--- src/rtl/pps_cfg.svh ---
// Constants for the power sequencer: offsets, fields, timing
`ifndef PPS_CFG_SVH
`define PPS_CFG_SVH

// Register byte offsets
`define PPS_OFS_ENABLE   12'h000
`define PPS_OFS_SLOTS    12'h004
`define PPS_OFS_DELAYS   12'h008
`define PPS_OFS_CTRL     12'h00C
`define PPS_OFS_STATUS   12'h010

// Control register fields and reset value
`define PPS_CTRL_FACTOR  0
`define PPS_CTRL_SEAL    1
`define PPS_CTRL_LONG    2
`define PPS_CTRL_W       3
`define PPS_CTRL_RST     3'h0

// Rail indices and counts
`define PPS_RAILS        10
`define PPS_SLOTTED_RAILS 8
`define PPS_MAIN_LAST    3
`define PPS_BACKUP_A     4
`define PPS_BACKUP_B     5
`define PPS_LINEAR       6
`define PPS_LV_SWITCH    7
`define PPS_HS_SWITCH_A  8
`define PPS_HS_SWITCH_B  9

// Slot and delay layout
`define PPS_SLOT_W       4
`define PPS_SLOTS        10
`define PPS_DELAYS       9
`define PPS_DCODE_W      2
`define PPS_SLOTS_RST    32'h0000_0000
`define PPS_DELAYS_RST   18'h0_0000

// Timing in printed units
`define PPS_CLK_NS       20
`define PPS_NS_PER_MS    1000000
`define PPS_MS_PER_S     1000
`define PPS_DLY_MIN_MS   2
`define PPS_DLY_MAX_MS   5
`define PPS_PD_FACTOR    10
`define PPS_PD_WINDOW_MS 500
`define PPS_WAIT_EN_S    20
`define PPS_HOLD_S       8
`define PPS_HOLD_LONG_S  15

`endif

--- src/rtl/pps_pkg.sv ---
// Types shared by the power sequencer
package pps_pkg;

    typedef enum logic [2:0] {
        PPS_OFF,
        PPS_PRE_OFF,
        PPS_WAIT_EN,
        PPS_ACTIVE,
        PPS_SUSPEND,
        PPS_RECOVERY
    } pps_state_t;

    typedef logic [3:0] pps_slot_t;

endpackage

--- src/rtl/pps_power_sequencer.sv ---
// Power-up/power-down sequencer with APB register access
// Operation
// - Ten slots, nine delays per sequence
// - Each of rails 0..7 in one slot; slots shared
// - Each delay lasts two to five ms
// - Power-up fires slots one through ten
// - Wake on edges or host enable
// - Wake event enters wait-for-enable state
// - Twenty seconds without enable powers down
// - Host enable moves to active state
// - Slot zero rails left untouched by power-up
// - Enable register refused while sequencing
// - Enable bits track actual rail state
// - Power-down runs slots ten to one
// - Factor bit stretches power-down delays tenfold
// - Final state exactly 500 ms later
// - Host enable low in active powers down
// - Long button hold powers down
// - Internal faults start power-down
// - Suspend keeps unsequenced rails unchanged
// - Unsequenced rails except backups off early, switches late
// - Slots one, two only backup rails
// - Backup slots fire every power-up
// - Seal bit skips slots two, one
// - Power good low on power-down
`timescale 1ns/1ps
`include "pps_cfg.svh"

module pps_power_sequencer
    import pps_pkg::*;
#(
    parameter int TICK_CYCLES = (`PPS_NS_PER_MS / `PPS_CLK_NS)
)(
    input  wire logic                   ref_clk,
    input  wire logic                   rst,
    input  wire logic                   psel,
    input  wire logic                   penable,
    input  wire logic                   pwrite,
    input  wire logic [11:0]            paddr,
    input  wire logic [31:0]            pwdata,
    output logic      [31:0]            prdata,
    output logic                        pready,
    output logic                        pslverr,
    input  wire logic                   wakeButtonN,
    input  wire logic                   adapterDetectN,
    input  wire logic                   hostPowerEnable,
    input  wire logic                   undervoltageLockout,
    input  wire logic                   thermalShutdown,
    input  wire logic                   powerGoodFail,
    output logic      [`PPS_RAILS-1:0]  railEnable,
    output logic      [`PPS_RAILS-1:0]  railDischarge,
    output logic                        powerGoodOut
);

    // Elaboration check on the millisecond divider
    if (TICK_CYCLES < 1 || TICK_CYCLES > 65536) begin : g_bad_tick
        $error("TICK_CYCLES out of range");
    end

    ////////////////////////////////////////////////////////////////////////
    // Helpers

    // Slot of one rail; the high-side switches are never sequenced
    function automatic pps_slot_t slotOf(input logic [31:0] cfg, input int r);
        slotOf = (r < `PPS_SLOTTED_RAILS) ? cfg[r*`PPS_SLOT_W +: `PPS_SLOT_W] : 4'h0;
    endfunction

    // Delay n (1..9) in ms, 2..5 from a two-bit code
    function automatic logic [5:0] dlyMs(input logic [17:0] cfg, input pps_slot_t n);
        logic [1:0] code;
        code  = cfg[(int'(n) - 1)*`PPS_DCODE_W +: `PPS_DCODE_W];
        dlyMs = 6'(`PPS_DLY_MIN_MS) + {4'h0, code};
    endfunction

    // Legal slot values only; others store as unassigned
    function automatic logic [31:0] cleanSlots(input logic [31:0] w);
        logic      [31:0] res;
        pps_slot_t        v;
        logic             bk;
        res = 32'h0;
        for (int r = 0; r < `PPS_SLOTTED_RAILS; r++) begin
            v  = w[r*`PPS_SLOT_W +: `PPS_SLOT_W];
            bk = (r == `PPS_BACKUP_A) || (r == `PPS_BACKUP_B);
            if (bk && v > 4'h2)
                v = 4'h0;
            if (!bk && (v == 4'h1 || v == 4'h2 || v > 4'hA))
                v = 4'h0;
            res[r*`PPS_SLOT_W +: `PPS_SLOT_W] = v;
        end
        cleanSlots = res;
    endfunction

    ////////////////////////////////////////////////////////////////////////
    // State

    pps_state_t        state;
    pps_state_t        next_state;
    pps_state_t        target;
    pps_state_t        next_target;
    logic              upRun;
    logic              next_upRun;
    logic              downRun;
    logic              next_downRun;
    logic              firePend;
    logic              next_firePend;
    pps_slot_t         slotIdx;
    pps_slot_t         next_slotIdx;
    logic [5:0]        dlyCnt;
    logic [5:0]        next_dlyCnt;
    logic [8:0]        winCnt;
    logic [8:0]        next_winCnt;
    logic [14:0]       waitCnt;
    logic [13:0]       holdCnt;
    logic [15:0]       tickCnt;
    logic              btnPrev;
    logic              adPrev;
    logic [`PPS_RAILS-1:0] next_rail;
    logic [`PPS_RAILS-1:0] next_disch;
    logic [31:0]       slotCfg;
    logic [17:0]       dlyCfg;
    logic [`PPS_CTRL_W-1:0] ctrl;

    ////////////////////////////////////////////////////////////////////////
    // Millisecond tick and timers

    wire busy        = upRun | downRun;
    wire fault       = undervoltageLockout | thermalShutdown | powerGoodFail;
    wire tick        = (tickCnt == 16'(TICK_CYCLES - 1));
    wire btnFall     = btnPrev & ~wakeButtonN;
    wire adFall      = adPrev & ~adapterDetectN;
    wire factorOn    = ctrl[`PPS_CTRL_FACTOR];
    wire sealOn      = ctrl[`PPS_CTRL_SEAL];
    wire longHold    = ctrl[`PPS_CTRL_LONG];
    wire inWait      = (state == PPS_WAIT_EN);
    wire inActive    = (state == PPS_ACTIVE);
    wire inSuspend   = (state == PPS_SUSPEND);
    wire live        = inWait | inActive | inSuspend;
    wire asleep      = (state == PPS_OFF) | (state == PPS_PRE_OFF) | inSuspend;

    // Hold limits in ms
    wire [13:0] holdLimit = longHold ? 14'(`PPS_HOLD_LONG_S * `PPS_MS_PER_S)
                                     : 14'(`PPS_HOLD_S * `PPS_MS_PER_S);
    wire [14:0] waitLimit = 15'(`PPS_WAIT_EN_S * `PPS_MS_PER_S);

    // Power-down causes, fault first
    wire holdTrip    = live & (holdCnt > holdLimit);
    wire waitTrip    = inWait & wakeButtonN & adapterDetectN
                     & ~hostPowerEnable & (waitCnt >= waitLimit);
    wire hostDrop    = inActive & ~hostPowerEnable;
    wire downReq     = ~downRun & live & (fault | holdTrip | waitTrip | hostDrop);
    wire pps_state_t downTgt = fault ? PPS_RECOVERY
                             : ((hostDrop & ~holdTrip) ? PPS_SUSPEND : PPS_OFF);

    // Wake: edges, or host enable as a level; blocked by lockout
    wire wakeEvt     = ~downRun & ~downReq & asleep
                     & (btnFall | adFall | hostPowerEnable)
                     & ~undervoltageLockout & ~thermalShutdown;

    // Restart the divider so sequence timing is exact from its start
    wire tickRestart = downReq | wakeEvt;

    // Divider giving one tick per millisecond
    always_ff @(posedge ref_clk or posedge rst) begin
        if (rst)
            tickCnt <= 16'h0;
        else if (tickRestart || tick)
            tickCnt <= 16'h0;
        else
            tickCnt <= tickCnt + 16'h1;
    end

    // Wait-for-enable window and button hold, saturating
    always_ff @(posedge ref_clk or posedge rst) begin
        if (rst) begin
            waitCnt <= 15'h0;
            holdCnt <= 14'h0;
        end else begin
            if (!inWait)
                waitCnt <= 15'h0;
            else if (tick && waitCnt < waitLimit)
                waitCnt <= waitCnt + 15'h1;
            if (wakeButtonN || !live)
                holdCnt <= 14'h0;
            else if (tick && holdCnt != 14'h3FFF)
                holdCnt <= holdCnt + 14'h1;
        end
    end

    // Edge detectors, idle high
    always_ff @(posedge ref_clk or posedge rst) begin
        if (rst) begin
            btnPrev <= 1'b1;
            adPrev  <= 1'b1;
        end else begin
            btnPrev <= wakeButtonN;
            adPrev  <= adapterDetectN;
        end
    end

    ////////////////////////////////////////////////////////////////////////
    // APB slave

    wire        setup    = psel & ~penable;
    wire        access   = psel & penable;
    wire        hitEn    = (paddr == `PPS_OFS_ENABLE);
    wire        hitSlots = (paddr == `PPS_OFS_SLOTS);
    wire        hitDly   = (paddr == `PPS_OFS_DELAYS);
    wire        hitCtrl  = (paddr == `PPS_OFS_CTRL);
    wire        hitStat  = (paddr == `PPS_OFS_STATUS);
    wire        mapped   = hitEn | hitSlots | hitDly | hitCtrl | hitStat;
    wire        enLocked = hitEn & busy;
    wire        wrOk     = access & pwrite & ~enLocked;
    wire        enWrite  = wrOk & hitEn;
    wire [31:0] statusWord = {26'h0, downRun, upRun, powerGoodOut, state};
    wire [31:0] readMux  =
        (hitEn & ~busy) ? {22'h0, railEnable} :
        hitSlots        ? slotCfg :
        hitDly          ? {14'h0, dlyCfg} :
        hitCtrl         ? {29'h0, ctrl} :
        hitStat         ? statusWord : 32'h0;

    // Always ready; error on unmapped or locked enable access
    assign pready  = 1'b1;
    assign pslverr = access & (~mapped | enLocked);

    // Read data captured in the setup phase
    always_ff @(posedge ref_clk or posedge rst) begin
        if (rst)
            prdata <= 32'h0;
        else if (setup && !pwrite)
            prdata <= readMux;
    end

    // Configuration registers
    always_ff @(posedge ref_clk or posedge rst) begin
        if (rst) begin
            slotCfg <= `PPS_SLOTS_RST;
            dlyCfg  <= `PPS_DELAYS_RST;
            ctrl    <= `PPS_CTRL_RST;
        end else begin
            if (wrOk && hitSlots)
                slotCfg <= cleanSlots(pwdata);
            if (wrOk && hitDly)
                dlyCfg  <= pwdata[17:0];
            if (wrOk && hitCtrl)
                ctrl    <= pwdata[`PPS_CTRL_W-1:0];
        end
    end

    ////////////////////////////////////////////////////////////////////////
    // Sequencer next-state logic

    // Whether the current slot is the last one of this pass
    wire lastSlot = upRun ? (slotIdx == 4'(`PPS_SLOTS))
                          : ((slotIdx == 4'h1) || (sealOn && slotIdx == 4'h3));
    // Delay ahead of the next slot; reverse pass uses the lower index
    wire [5:0] upDly   = dlyMs(dlyCfg, slotIdx);
    wire [5:0] baseDn  = dlyMs(dlyCfg, 4'(slotIdx - 4'h1));
    wire [5:0] downDly = factorOn ? 6'(baseDn * 6'(`PPS_PD_FACTOR)) : baseDn;
    wire       winEnd  = downRun & tick & (winCnt == 9'(`PPS_PD_WINDOW_MS - 1));

    always_comb begin
        next_state    = state;
        next_target   = target;
        next_upRun    = upRun;
        next_downRun  = downRun;
        next_firePend = firePend;
        next_slotIdx  = slotIdx;
        next_dlyCnt   = dlyCnt;
        next_winCnt   = winCnt;
        next_rail     = railEnable;
        next_disch    = railDischarge;
        // Software enable, only while idle
        if (enWrite) begin
            next_rail  = pwdata[`PPS_RAILS-1:0];
            next_disch = railDischarge & ~pwdata[`PPS_RAILS-1:0];
        end
        if (downReq) begin
            // Start reverse pass from the top slot
            next_downRun  = 1'b1;
            next_upRun    = 1'b0;
            next_slotIdx  = 4'(`PPS_SLOTS);
            next_firePend = 1'b1;
            next_dlyCnt   = 6'h0;
            next_winCnt   = 9'h0;
            next_target   = downTgt;
            if (downTgt != PPS_SUSPEND) begin
                for (int r = 0; r < `PPS_SLOTTED_RAILS; r++) begin
                    if (slotOf(slotCfg, r) == 4'h0
                        && r != `PPS_BACKUP_A && r != `PPS_BACKUP_B) begin
                        next_rail[r]  = 1'b0;
                        next_disch[r] = 1'b1;
                    end
                end
            end
        end else if (wakeEvt) begin
            next_state    = PPS_WAIT_EN;
            next_upRun    = 1'b1;
            next_slotIdx  = 4'h1;
            next_firePend = 1'b1;
            next_dlyCnt   = 6'h0;
        end else begin
            if (inWait && hostPowerEnable)
                next_state = PPS_ACTIVE;
            if (state == PPS_RECOVERY && !fault)
                next_state = PPS_PRE_OFF;
            if (busy && firePend) begin
                // Fire slot; unassigned rails never match
                if (!(downRun && sealOn && slotIdx <= 4'h2)) begin
                    for (int r = 0; r < `PPS_SLOTTED_RAILS; r++) begin
                        if (slotOf(slotCfg, r) == slotIdx) begin
                            next_rail[r]  = upRun;
                            next_disch[r] = downRun;
                        end
                    end
                end
                next_firePend = 1'b0;
                if (lastSlot) begin
                    next_upRun  = 1'b0;
                    next_dlyCnt = 6'h0;
                end else if (upRun) begin
                    next_dlyCnt  = upDly;
                    next_slotIdx = slotIdx + 4'h1;
                end else begin
                    next_dlyCnt  = downDly;
                    next_slotIdx = slotIdx - 4'h1;
                end
            end else if (busy && tick && dlyCnt != 6'h0) begin
                next_dlyCnt = dlyCnt - 6'h1;
                if (dlyCnt == 6'h1)
                    next_firePend = 1'b1;
            end
            if (downRun && tick)
                next_winCnt = winCnt + 9'h1;
            if (winEnd) begin
                // Window end: final state whatever the delays were
                next_downRun  = 1'b0;
                next_firePend = 1'b0;
                next_dlyCnt   = 6'h0;
                next_state    = target;
                if (target != PPS_SUSPEND) begin
                    next_rail[`PPS_HS_SWITCH_A]  = 1'b0;
                    next_rail[`PPS_HS_SWITCH_B]  = 1'b0;
                    next_disch[`PPS_HS_SWITCH_A] = 1'b1;
                    next_disch[`PPS_HS_SWITCH_B] = 1'b1;
                end
            end
        end
    end

    ////////////////////////////////////////////////////////////////////////
    // Sequencer registers

    always_ff @(posedge ref_clk or posedge rst) begin
        if (rst) begin
            state    <= PPS_OFF;
            target   <= PPS_OFF;
            upRun    <= 1'b0;
            downRun  <= 1'b0;
            firePend <= 1'b0;
            slotIdx  <= 4'h1;
            dlyCnt   <= 6'h0;
            winCnt   <= 9'h0;
        end else begin
            state    <= next_state;
            target   <= next_target;
            upRun    <= next_upRun;
            downRun  <= next_downRun;
            firePend <= next_firePend;
            slotIdx  <= next_slotIdx;
            dlyCnt   <= next_dlyCnt;
            winCnt   <= next_winCnt;
        end
    end

    // Rail outputs are the enable register itself
    always_ff @(posedge ref_clk or posedge rst) begin
        if (rst) begin
            railEnable    <= '0;
            railDischarge <= '0;
        end else begin
            railEnable    <= next_rail;
            railDischarge <= next_disch;
        end
    end

    // Power good only when settled in active; drops at once on power-down
    always_ff @(posedge ref_clk or posedge rst) begin
        if (rst)
            powerGoodOut <= 1'b0;
        else
            powerGoodOut <= (next_state == PPS_ACTIVE) & ~next_upRun
                          & ~next_downRun & ~powerGoodFail;
    end

endmodule

--- config.mk ---
export PLATFORM = sky130hd
export DESIGN_NAME = pps_power_sequencer
export DESIGN_NICKNAME = d
export VERILOG_FILES = /design/src/rtl/pps_pkg.sv /design/src/rtl/pps_power_sequencer.sv
export VERILOG_INCLUDE_DIRS = /design/src /design/src/rtl
export SDC_FILE = /design/constraint.sdc
export NUM_CORES = 1
export LEC_CHECK = 0
export ABC_AREA = 1
export BUFFER_PORTS_ARGS = -buffer_cell sky130_fd_sc_hd__buf_2
export CAP_MARGIN = 0
export CELL_PAD_IN_SITES_DETAIL_PLACEMENT = 0
export CELL_PAD_IN_SITES_GLOBAL_PLACEMENT = 1
export CORE_MARGIN = 8
export CORE_UTILIZATION = 48
export CTS_CLUSTER_SIZE = 40
export DETAILED_ROUTE_END_ITERATION = 8
export HOLD_SLACK_MARGIN = 0.02
export MAX_ROUTING_LAYER = met4
export PLACE_DENSITY_LB_ADDON = 0.1
export SLEW_MARGIN = 20
export SYNTH_ARGS = -nofsm -noshare
export SYNTH_HDL_FRONTEND = slang
export SYNTH_SLANG_ARGS = --single-unit
--- constraint.sdc ---
create_clock -name ref_clk -period 16.4 [get_ports ref_clk]
set_input_delay 1.64 -clock ref_clk [delete_from_list [all_inputs] [get_ports ref_clk]]
set_output_delay 1.64 -clock ref_clk [all_outputs]
set_load 0.01 [all_outputs]
==> metrics.md <==
| Metric | Value |
|---|---|
| Dominant cell type by area after synthesis | `dfrtp_1` |
| Largest cells by area after synthesis | `dfrtp_1 42%, nand2_1 10%, inv_1 6.1%` |
| Setup Viol. Count Final | `0` |
| Outcome | `finished clean` |
| Slew @ Worst Pin | `1.06 ns` |
| Post-synthesis cell count | `1366` |
| Max cap viols | `0` |
| Power Density | `76.5 nW/µm²` |
| Synth warn | `0` |
| Worst Setup End Kind | `output pin` |
| Distinct cell type count after synthesis | `52` |
| Port Buffers | `108` |
| Syn nets | `1443` |
| Postcts setup bufs | `0` |
| Cell count after placement | `1722` |
| M3 GR Usage | `4.29%` |
| Mapped Area | `10500 µm²` |
| Slew margin rel. | `28.8%` |
| Share of cells above drive strength 1 | `14.4%` |
| Worst setup SP type | `input port` |
| Worst-path fanout max | `6` |
| Post-CTS sizing | `0` |
| Area growth syn-to-layout | `12.5%` |
| Worst Hold Slack | `0.474 ns` |
| Worst reg2reg setup slack | `12.54 ns` |
| Clock Skew | `0.0132 ns` |
| Antenna violations before repair | `0` |
| GRT busiest layer | `met2` |
| Fmax | `0.225 GHz` |
| Post-synth ARST share | `100%` |
| Leak | `5.82 nW` |
| Grt ovf | `0` |
| Largest net degree at the start of global routing | `70` |
| Post-synth EDFFs | `0` |
| Cts bufs inserted | `17` |
| Max Slew Vio Count | `0` |
| Fin nets | `1538` |
| Tot GR Track Use | `23.5%` |
| Post-DP Area | `11200 µm²` |
| Routed WL | `30300 µm` |
| WL/cell | `17.3 µm` |
| Hold/Removal Path Class | `reg -> reg` |
| WP data arrival | `2.80 ns` |
| Period utilisation layout | `27.0%` |
| Starting Density | `48.5%` |
| Diode count | `0` |
| Final Hold Viols | `0` |
| Die W | `164 µm` |
| Synth Flop Type | `dfrtp_1` |
| Crit path required time | `14.76 ns` |
| RSZ-0062 raised after global routing | `no` |
| Setup TNS | `0 ns` |
| Hold buffers post-CTS | `0` |
| Die area | `26900 µm²` |
| DRC viols | `0` |
| DR vias/cell | `5.38` |
| Routability Congestion | `0.871` |
| Drt first-iter violations | `756` |
| Clock Tree Root | `clkbuf_16` |
| Via Count | `9432` |
| Top post-synthesis cells by count | `286 x nand2_1, 177 x dfrtp_1, 172 x inv_1` |
| Clk pin slew, worst setup/hold paths | `0.08 ns` |
| Peak VDD IR | `58.3 µV` |
| Setup ws final | `11.96 ns` |
| Post-Place Worst Slack | `11.98 ns` |
| Sequential element share of the synthesized area | `42.9%` |
| Synth top area share | `42.1%` |
| IO Count | `110` |
| WS Path Type | `in -> out` |
| Vias in the first global route | `9204` |
| Most common cell in the netlist | `nand2_1` |
| Final instance area | `11800 µm²` |
| M2 GR Usage | `36.9%` |
| Final Non-Filler Cells | `1754` |
| Core ar. | `21700 µm²` |
| First-pass GRT wire length | `48500 µm` |
| Avg Cell Area, Syn | `7.70 µm²` |
| Site row count | `54` |
| #FFs+latches synth | `180` |
| Grt met1 use | `31.8%` |
| CTS sink cnt | `180` |
| H-tree levels | `4` |
| Max clock buf depth | `2` |
| DP HPWL | `22400 µm` |
| CTS tree | `yes` |
| Worst skew pair latency | `0.44 ns` |
| Final Critical Period | `4.44 ns` |
| Die Ht | `164 µm` |
| Initial DRT Pass Iterations | `5` |
| Number of antenna-violating nets in the routed design | `0` |
==> flip-flops by register name (all words and copies together), names as in the netlist, 9 cells and up <==
| name | flops |
|---|---|
| holdCnt | 14 |
| waitCnt | 15 |
| dlyCfg | 18 |
| prdata | 32 |
| railDischarge | 10 |
| railEnable | 10 |
| tickCnt | 16 |
| slotCfg | 32 |
| winCnt | 9 |
==> metrics by stage <==
stage	utilization, %	total power, mW
2_1_floorplan	-	0.470
3_3_place_gp	51.7	0.487
3_5_place_dp	51.7	0.487
4_1_cts	54.6	0.916
5_1_grt	54.6	0.936
6_report	54.6	0.906
==> layout by cell type (no fill, tap or decap), types with 22 or more instances in the layout <==
cell type  count
dfrtp_1      177
nand2_1      286
nand3_1      116
nor2_1       120
xnor2_1       26
o21ai_1       22
o21ai_0      108
buf_2        108
ha_1          22
nor3_1        32
xor2_1        26
a21oi_1       57
inv_1        171
nand4_1       24
==> where the power goes <==
group          total, mW  internal, mW  switching (mW)  leakage, nW
clock              0.429         0.221           0.208        0.298
sequential         0.445         0.444        0.000760         2.31
combinational     0.0322       0.00864          0.0235         3.22
total              0.906         0.674           0.232         5.82
==> per-layer routing <==
metal | share of wire, % | wire [µm] | up-vias
li1 | - | - | 4699
met1 | 48 | 14600 | 4483
met2 | 47 | 14200 | 225
met3 | 4.2 | 1260 | 25
met4 | 0.90 | 273 | 0
met5 | 0 | 0 | -
==> worst max-delay path: stages <==
cell and delay (ns):
buf_2 0.10, nor2_1 0.22, nand3_1 0.15, nor2_1 0.14
nand2_1 0.19, o31ai_1 0.12, a21oi_1 0.09, buf_2 0.15
==> cells by family after synthesis <==
kind of cell | synth area share (%)
mux | 0.214
compound gates | 12.5
other cells | 0.0356
buf+inv | 8.58
simple gates | 28.9
fa+ha+maj | 2.62
xor+xnor | 4.33
flops | 42.9
==> final cells by class <==
| cell class | count | area, µm² |
|---|---|---|
| Timing Repair Buffer | 111 | 563 |
| Clock inverter | 14 | 186 |
| Clock buffer | 18 | 429 |
| Fill cell | 2126 | 9850 |
| Inverter | 183 | 692 |
| Sequential cell | 180 | 4510 |
| Tap cell | 280 | 350 |
| Multi-Input combinational cell | 968 | 5110 |
==> worst paths after layout <==
path | from | endpoint | cells after the start
max in group asynchronous | rst | dlyCfg[4]$_DFFE_PP0P_ | 4
setup / recovery | paddr[1] | pslverr | 8
hold reg to reg | tickCnt[0]$_DFF_PP0_ | tickCnt[0]$_DFF_PP0_ | 1
setup reg to reg | slotIdx[0]$_DFFE_PP1P_ | dlyCnt[3]$_DFFE_PP0P_ | 15
hold / removal | tickCnt[0]$_DFF_PP0_ | tickCnt[0]$_DFF_PP0_ | 1
min in group asynchronous | rst | slotCfg[26]$_DFFE_PP0P_ | 2
No activity file was read; power rests on OpenSTA's default activity.
